**src/verilog/pad_bank_defs.svh**
```systemverilog
`ifndef PAD_BANK_DEFS_SVH
`define PAD_BANK_DEFS_SVH

// ----------------------------------------------------------------
// Register indices (byte address is four times the index)
// ----------------------------------------------------------------
`define PAD_IDX_PIN6 16'hf7a1
`define PAD_IDX_PIN7 16'hf7a2
`define PAD_IDX_CLK_OUT 16'hf7a3
`define PAD_IDX_PIN14 16'hf7a8
`define PAD_IDX_PIN15 16'hf7a9
`define PAD_IDX_SER0 16'hf7b0
`define PAD_IDX_SER7 16'hf7b7
`define PAD_IDX_PIN24 16'hf7b8
`define SOFT_IDX 16'hf890

// ----------------------------------------------------------------
// Storage entry numbers
// ----------------------------------------------------------------
`define PAD_COUNT 14
`define ENT_PIN6 0
`define ENT_PIN7 1
`define ENT_CLK_OUT 2
`define ENT_PIN14 3
`define ENT_PIN15 4
`define ENT_SER0 5
`define ENT_SER7 12
`define ENT_PIN24 13

// ----------------------------------------------------------------
// Reset values and writable masks
// ----------------------------------------------------------------
`define PAD_RST_PULLDN 16'h0018
`define PAD_RST_CLK_OUT 16'h0008
`define PAD_RST_PIN24 16'h0018
`define SOFT_RST_VAL 16'h0001
`define PAD_MASK_FULL 16'hffff
`define PAD_MASK_LOW 16'h001f

// ----------------------------------------------------------------
// Field positions
// ----------------------------------------------------------------
`define PULL_BIT 4
`define SLEW_HI 3
`define SLEW_LO 2
`define DRIVE_HI 1
`define DRIVE_LO 0
`define RSVD_HI 15
`define RSVD_LO 5
`define SOFT_BIT 0

`endif

```
**src/verilog/pad_bank_pkg.sv**
```systemverilog
`default_nettype none
`include "pad_bank_defs.svh"

package pad_bank_pkg;
  // ----------------------------------------------------------------
  // Types
  // ----------------------------------------------------------------
  // One pad configuration word
  typedef logic [15:0] pad_word_t;
  // Slew codes
  typedef enum logic [1:0] {
    slew_slowest = 2'h0,
    slew_slow = 2'h1,
    slew_fast = 2'h2,
    slew_fastest = 2'h3
  } slew_code_t;
  // Drive codes
  typedef enum logic [1:0] {
    drive_lowest = 2'h0,
    drive_low = 2'h1,
    drive_high = 2'h2,
    drive_highest = 2'h3
  } drive_code_t;
endpackage

`default_nettype wire

```
**src/verilog/pad_cfg_if.sv**
```systemverilog
`default_nettype none
`include "pad_bank_defs.svh"

// Carries writes and soft clear to storage, stored words back
interface pad_cfg_if;
  logic wr_en; // Write strobe
  logic [3:0] wr_sel; // Entry being written
  pad_bank_pkg::pad_word_t wr_data; // Write data
  logic soft_clr; // Soft reset active
  pad_bank_pkg::pad_word_t regs [`PAD_COUNT]; // Stored words

  modport bus (
    output wr_en, wr_sel, wr_data, soft_clr,
    input regs
  );
  modport store (
    input wr_en, wr_sel, wr_data, soft_clr,
    output regs
  );
endinterface

`default_nettype wire

```
**src/verilog/pad_cfg_store.sv**
```systemverilog
`default_nettype none
`include "pad_bank_defs.svh"

module pad_cfg_store (
  input wire logic pclk, // Core clock
  input wire logic presetn, // Async reset, active low
  pad_cfg_if.store cfg // Storage side
);

  // ----------------------------------------------------------------
  // Per-entry defaults and writable masks
  // ----------------------------------------------------------------
  localparam logic [`PAD_COUNT-1:0][15:0] RST = {
    `PAD_RST_PIN24, {8{`PAD_RST_PULLDN}}, `PAD_RST_PULLDN,
    `PAD_RST_PULLDN, `PAD_RST_CLK_OUT, `PAD_RST_PULLDN,
    `PAD_RST_PULLDN};
  localparam logic [`PAD_COUNT-1:0][15:0] MASK = {
    {11{`PAD_MASK_LOW}}, {3{`PAD_MASK_FULL}}};

  // ----------------------------------------------------------------
  // Storage entries
  // ----------------------------------------------------------------
  for (genvar i = 0; i < `PAD_COUNT; i++) begin : g_ent
    // Soft clear beats a write; reserved bits masked off except in entries 0 to 2
    always_ff @(posedge pclk or negedge presetn) begin
      if (!presetn) begin
        cfg.regs[i] <= RST[i];
      end else if (cfg.soft_clr) begin
        cfg.regs[i] <= RST[i];
      end else if (cfg.wr_en && cfg.wr_sel == 4'(i)) begin
        cfg.regs[i] <= cfg.wr_data & MASK[i];
      end
    end
  end

endmodule

`default_nettype wire

```
**src/verilog/pad_control_register_bank.sv**
```systemverilog
`default_nettype none
`include "pad_bank_defs.svh"

module pad_control_register_bank (
  input wire logic pclk, // Core clock, 25 MHz
  input wire logic presetn, // Async reset, active low
  input wire logic psel, // APB select
  input wire logic penable, // APB enable
  input wire logic pwrite, // APB direction, high writes
  input wire logic [17:0] paddr, // APB byte address
  input wire logic [31:0] pwdata, // APB write data
  output logic [31:0] prdata, // APB read data
  output logic pready, // APB ready
  output logic pslverr, // APB error
  output logic [`PAD_COUNT-1:0][1:0] pad_slew_code, // Per pad
  output logic [`PAD_COUNT-1:0][1:0] pad_drive_code, // Per pad
  output logic pin_six_pulldown_enable, // Pin six pull
  output logic pin_seven_pulldown_enable, // Pin seven pull
  output logic clock_output_pulldown_enable, // Clock pin pull
  output logic pin_fourteen_pulldown_enable, // Pin 14 pull
  output logic pin_fifteen_pulldown_enable, // Pin 15 pull
  output logic [7:0] serial_data_pulldown_enable, // Serial pulls
  output logic pin_twentyfour_pullup_enable // Pin 24 pull-up
);

  // ----------------------------------------------------------------
  // Declarations
  // ----------------------------------------------------------------
  pad_cfg_if cfg (); // Link to storage
  logic [15:0] reg_idx; // Word index from address
  logic aligned; // Low address bits clear
  logic [`PAD_COUNT-1:0] hit; // One-hot entry match
  logic soft_hit; // Soft reset register match
  logic mapped; // Any register matches
  logic setup; // APB setup phase
  logic access; // APB access phase
  logic [3:0] sel; // Encoded entry number
  logic [15:0] rd_word; // Read mux output
  logic [15:0] soft_word; // Soft reset register

  // ----------------------------------------------------------------
  // Entry address table
  // ----------------------------------------------------------------
  // Index of a storage entry
  function automatic logic [15:0] entry_addr(input int e);
    logic [15:0] a;
    a = 16'h0000;
    if (e == `ENT_PIN6) begin
      a = `PAD_IDX_PIN6;
    end else if (e == `ENT_PIN7) begin
      a = `PAD_IDX_PIN7;
    end else if (e == `ENT_CLK_OUT) begin
      a = `PAD_IDX_CLK_OUT;
    end else if (e == `ENT_PIN14) begin
      a = `PAD_IDX_PIN14;
    end else if (e == `ENT_PIN15) begin
      a = `PAD_IDX_PIN15;
    end else if (e >= `ENT_SER0 && e <= `ENT_SER7) begin
      a = `PAD_IDX_SER0 + 16'(e - `ENT_SER0);
    end else if (e == `ENT_PIN24) begin
      a = `PAD_IDX_PIN24;
    end
    return a;
  endfunction

  // ----------------------------------------------------------------
  // Address decode
  // ----------------------------------------------------------------
  // Word index and alignment
  assign reg_idx = paddr[17:2];
  assign aligned = paddr[1:0] == 2'h0;

  // One comparator per entry
  for (genvar i = 0; i < `PAD_COUNT; i++) begin : g_hit
    assign hit[i] = aligned && (reg_idx == entry_addr(i));
  end

  // Soft reset register and overall match
  assign soft_hit = aligned && (reg_idx == `SOFT_IDX);
  assign mapped = (|hit) || soft_hit;

  // Encode the matching entry
  always_comb begin
    sel = 4'h0;
    for (int k = 0; k < `PAD_COUNT; k++) begin
      if (hit[k]) begin
        sel = 4'(k);
      end
    end
  end

  // Read mux, stored words only
  always_comb begin
    rd_word = 16'h0000;
    if (soft_hit) begin
      rd_word = soft_word;
    end else if (|hit) begin
      rd_word = cfg.regs[sel];
    end
  end

  // ----------------------------------------------------------------
  // APB phases
  // ----------------------------------------------------------------
  // Setup and access decode
  assign setup = psel && !penable;
  assign access = psel && penable;
  // Zero wait states: data is captured during setup
  assign pready = 1'b1;

  // Read data captured in setup, held through access
  always_ff @(posedge pclk or negedge presetn) begin
    if (!presetn) begin
      prdata <= 32'h0000_0000;
    end else if (setup) begin
      if (!pwrite) begin
        prdata <= {16'h0000, rd_word};
      end else begin
        prdata <= 32'h0000_0000;
      end
    end
  end

  // Unmapped or misaligned address answers with an error
  always_ff @(posedge pclk or negedge presetn) begin
    if (!presetn) begin
      pslverr <= 1'b0;
    end else if (setup) begin
      pslverr <= !mapped;
    end else if (!psel) begin
      pslverr <= 1'b0;
    end
  end

  // ----------------------------------------------------------------
  // Write path
  // ----------------------------------------------------------------
  // Pad writes take effect at the access edge
  assign cfg.wr_en = access && pwrite && (|hit);
  assign cfg.wr_sel = sel;
  assign cfg.wr_data = pwdata[15:0];

  // Soft reset register, bit zero active low
  always_ff @(posedge pclk or negedge presetn) begin
    if (!presetn) begin
      soft_word <= `SOFT_RST_VAL;
    end else if (access && pwrite && soft_hit) begin
      soft_word <= pwdata[15:0];
    end
  end

  // Soft clear while bit zero is low
  assign cfg.soft_clr = !soft_word[`SOFT_BIT];

  // ----------------------------------------------------------------
  // Storage
  // ----------------------------------------------------------------
  pad_cfg_store store (
    .pclk(pclk),
    .presetn(presetn),
    .cfg(cfg.store)
  );

  // ----------------------------------------------------------------
  // Pad controls
  // ----------------------------------------------------------------
  // Slew and drive codes for every pad
  for (genvar i = 0; i < `PAD_COUNT; i++) begin : g_pad
    assign pad_slew_code[i] =
      cfg.regs[i][`SLEW_HI:`SLEW_LO];
    assign pad_drive_code[i] =
      cfg.regs[i][`DRIVE_HI:`DRIVE_LO];
  end

  // Pull resistor enables
  assign pin_six_pulldown_enable =
    cfg.regs[`ENT_PIN6][`PULL_BIT];
  assign pin_seven_pulldown_enable =
    cfg.regs[`ENT_PIN7][`PULL_BIT];
  assign clock_output_pulldown_enable =
    cfg.regs[`ENT_CLK_OUT][`PULL_BIT];
  assign pin_fourteen_pulldown_enable =
    cfg.regs[`ENT_PIN14][`PULL_BIT];
  assign pin_fifteen_pulldown_enable =
    cfg.regs[`ENT_PIN15][`PULL_BIT];
  for (genvar s = 0; s < 8; s++) begin : g_ser
    assign serial_data_pulldown_enable[s] =
      cfg.regs[`ENT_SER0 + s][`PULL_BIT];
  end
  assign pin_twentyfour_pullup_enable =
    cfg.regs[`ENT_PIN24][`PULL_BIT];
endmodule

`default_nettype wire

```
**config.mk**
```make
export PLATFORM = sky130hd
export DESIGN_NAME = pad_control_register_bank
export DESIGN_NICKNAME = d
export VERILOG_FILES = /design/src/verilog/pad_bank_pkg.sv /design/src/verilog/pad_cfg_if.sv /design/src/verilog/pad_cfg_store.sv /design/src/verilog/pad_control_register_bank.sv
export VERILOG_INCLUDE_DIRS = /design/src /design/src/verilog
export SDC_FILE = /design/constraint.sdc
export NUM_CORES = 1
export LEC_CHECK = 0
export BUFFER_PORTS_ARGS = -buffer_cell sky130_fd_sc_hd__buf_4
export CORE_MARGIN = 3
export CORE_UTILIZATION = 39
export CTS_CLUSTER_DIAMETER = 100
export DETAILED_ROUTE_END_ITERATION = 16
export PLACE_DENSITY_LB_ADDON = 0.25
export SLEW_MARGIN = 20
export SYNTH_ARGS = -nofsm -noshare
export SYNTH_HDL_FRONTEND = slang
export SYNTH_SLANG_ARGS = --single-unit
```
**constraint.sdc**
```tcl
create_clock -name pclk -period 1.4 [get_ports pclk]
set_input_delay 0.28 -clock pclk [delete_from_list [all_inputs] [get_ports pclk]]
set_output_delay 0.28 -clock pclk [all_outputs]
set_load 0.02 [all_outputs]
```
==> run metrics <==
status complete, but fails checks; failing checks negative setup slack; core area between 0.015 and 0.02 mm2; worst-skew pair later-pin latency about 0.43 ns; Max Cap Viol 0; first-pass GRT wire length about 40,000 um; clk buf depth 2; vias in the first global route ~6.9k; final setup margin -0.627 ns; GR Util met1 roughly a third; Slowest cell on crit path or4_4; met3 Use GR roughly 4.3%; Ys Warns 0; CP required 1.72 ns; Crit Path Max Fanout 5; crit path from paddr[13]; remaining global-route overflow 0; Initial DRC Count about 460; antenna diode count 0; drt pass-1 iters 5; Clk pwr share between 40% and 50%; Worst slew margin between 60% and 70%; met2 Resource Use GR a little over a third; Layout area overhead 52.4%; PwrDens roughly 750 mW/mm2; # DRC 0; Arrival @ worst endpoint ~2.4 ns; most used routing layer met2; commonest non-fill, non-tap cell in the layout buf_4; cell row count between 50 and 60; All-Layer GR Usage about a quarter; Hold WC Path Type input pin to flip-flop; fin crit share 145%; Die Y between 100 and 150 um; number of H-tree levels 4; Worst Reg2Reg Path Length in Cells 5; Startpoint Class input pin; unrepaired setup endpoints after global routing yes; Worst Max-Slew Pin Slew roughly 0.54 ns; CTS Buf Count 17; DP Wirelength 17,100 um; Mapped Area 0.00779 mm2; critical path class input pin to flip-flop; layout cells sized above 1 about 58%; Logic pwr share approximately 6.3%; sw frac 23.9%; flop2flop setup slack 0 ns; EDFF count, synth 0; Finished Core Util about three fifths; Final Skew ~0.0063 ns; Seq pwr share between 40% and 50%; hold_sp psel; fmax 0.493 GHz; post-synth cell types 58; largest net degree at the start of global routing 64; Hold Path Stages 2; main flop type after synthesis dfrtp_1; most frequent cells in the layout buf_4 (210), dfrtp_1 (108), nand2_1 (98); share of synthesized flip-flops with an asynchronous set or reset 100%; worst hold endpoint pslverr; Mapped Cells ~820; Routed WL between 20,000 and 30,000 um; peak supply drop 0.832 mV; synthesized flop and latch total between 100 and 150; Pins Over Slew Limit 0; reg-to-reg endpoint prdata[3]; Layout Nets about 1.1k; placed cell count between 1k and 1.5k; Die Wd about 150 um; Top delay family on crit path simple AND/OR/NAND/NOR gates; drt wl/cell 20.2 um; sequence of cells on the critical path buf_6, nand2b_4, or4_4, nor4b_4, buf_4, nand2_4, or3_4, clkbuf_16, nand2_1, a21boi_1; Avg Inst Size Synth 9.55 um2; CP Capture Type flip-flop; Vias/cell 5.35; Starting Density approximately 40%; fin crit period 2.03 ns; switching pwr approximately 2.1 mW; Layout Cells excl Fill 1,297; RR Startpoint store.cfg.regs[147]; final hold vios 0; die area approximately 0.022 mm2; routed via count about 7k; Tot Pwr approximately 9 mW; clk slew on worst S/H paths 0.06 ns; antenna viol nets, final 0; CTS tree built; Clock Root Buffer clkbuf_16; leakage 5.03 nW; sequential area share after synthesis ~44%; Internal Pwr Total between 6 and 7 mW; initial antenna violation count 0; Port Buf Inserts around 130; Clock Sinks between 100 and 150; CP peak stage delay between 0.5 and 0.6 ns; Setup violations, final between 100 and 150; CP bufs+invs 3; Final GP Congestion 0.893; I/O pin count 159
worst max-delay path by stage:
stage	end	slack (ns)	cells past startpoint
after floorplan	store.cfg.regs[216]	-0.94	10
after global placement	store.cfg.regs[193]	-1.19	10
after detailed placement	store.cfg.regs[193]	-1.22	10
after CTS	store.cfg.regs[18]	-0.58	10
after global routing	prdata[6]	-0.69	11
final	store.cfg.regs[209]	-0.63	10
power groups by stage:
| stage | logic (mW) | clock network (mW) | registers, mW |
|---|---|---|---|
| after global placement | 0.522 | 0 | 4.01 |
| final | 0.565 | 4.44 | 3.95 |
| after detailed placement | 0.523 | 0 | 4.01 |
| after global routing | 0.611 | 4.63 | 3.94 |
| after floorplan | 0.201 | 0 | 4.02 |
| after CTS | 0.553 | 4.46 | 3.95 |
through the flow:
step | setup TNS (ns) | hold WS [ns] | cell area (um2) | setup WS [ns]
after floorplan | -105.33 | -0.0156 | 8140 | -0.945
after global placement | -138.76 | 0.180 | 9490 | -1.19
after detailed placement | -140.78 | 0.180 | 9490 | -1.22
after CTS | -61.53 | 0.106 | 11200 | -0.581
after global routing | -74.63 | 0.115 | 11900 | -0.686
final | -66.39 | 0.112 | 11900 | -0.627
routing by layer:
| layer | vias to the layer above | share of wire (%) |
|---|---|---|
| met2 | 251 | 47 |
| met3 | 39 | 6.7 |
| met4 | 0 | 2.1 |
| met5 | - | 0 |
| li1 | 3162 | - |
| met1 | 3488 | 44 |
final cells by class:
class	count	area, um2
inverters	1	3.75
multi-input cells	560	4620
fillers	1575	7660
clock buffers	20	447
clock inverters	12	129
repair buffers	303	2900
flip-flops and latches	136	3440
well taps	265	332
cells in the mapped netlist, drive strengths merged (3+ instances only):
library cell  number  area (um2)
nand2b             6        37.5
clkbuf            30         113
nand3             55         275
nor4               5        31.3
o21ai             25         125
a22oi             15         113
a21oi             10        61.3
nand2            175         657
a211oi             3        32.5
and2               4        25.0
o2bb2ai           11        96.3
nor2b             22         138
mux2i             63         631
nor3               4        25.0
or3                3        18.8
dfrtp            108        2700
a21boi            61         488
a211o              4        35.0
and3               5        31.3
nor2               9        33.8
buf              105         779
mux2              22         248
or4                4        30.0
nand4              4        25.0
dfstp             28         736
o211ai             3        22.5
sequential cells by signal (all words and copies together), names as in the netlist:
name,count
pslverr,1
soft_word,16
prdata,16
store.cfg.regs,103
cells by family (layout without fill, tap and decap cells):
family                 Yosys count  count (layout)  share of synthesized area, %
AND/OR/NAND/NOR                310             312                          18.9
AO/OA/AOI/OAI                  144             144                          13.8
flip-flops                     136             136                          44.2
buffers and inverters          136             336                          11.5
multiplexers                    85              85                          11.3
other                            2              17                        0.0965
XOR/XNOR                         2               2                         0.225
worst register-to-register path, delay by kind of cell (launching register included):
| family | cells | cell delay (ns) |
|---|---|---|
| compound gates | 3 | 0.58 |
| buf+inv | 1 | 0.12 |
| flops | 1 | 0.56 |
| mux | 1 | 0.07 |
what timing repair did:
| action | CTS | global route |
|---|---|---|
| gates cloned | 5 | 2 |
| setup buffers | 46 | 14 |
| setup endpoints to repair | 163 | 158 |
| pin swaps | 80 | 51 |
| endpoints found under the hold margin | 23 | 0 |
| gates resized for setup | 180 | 133 |
| hold buffers | 1 | 0 |
(Power assumes the default switching activity.)
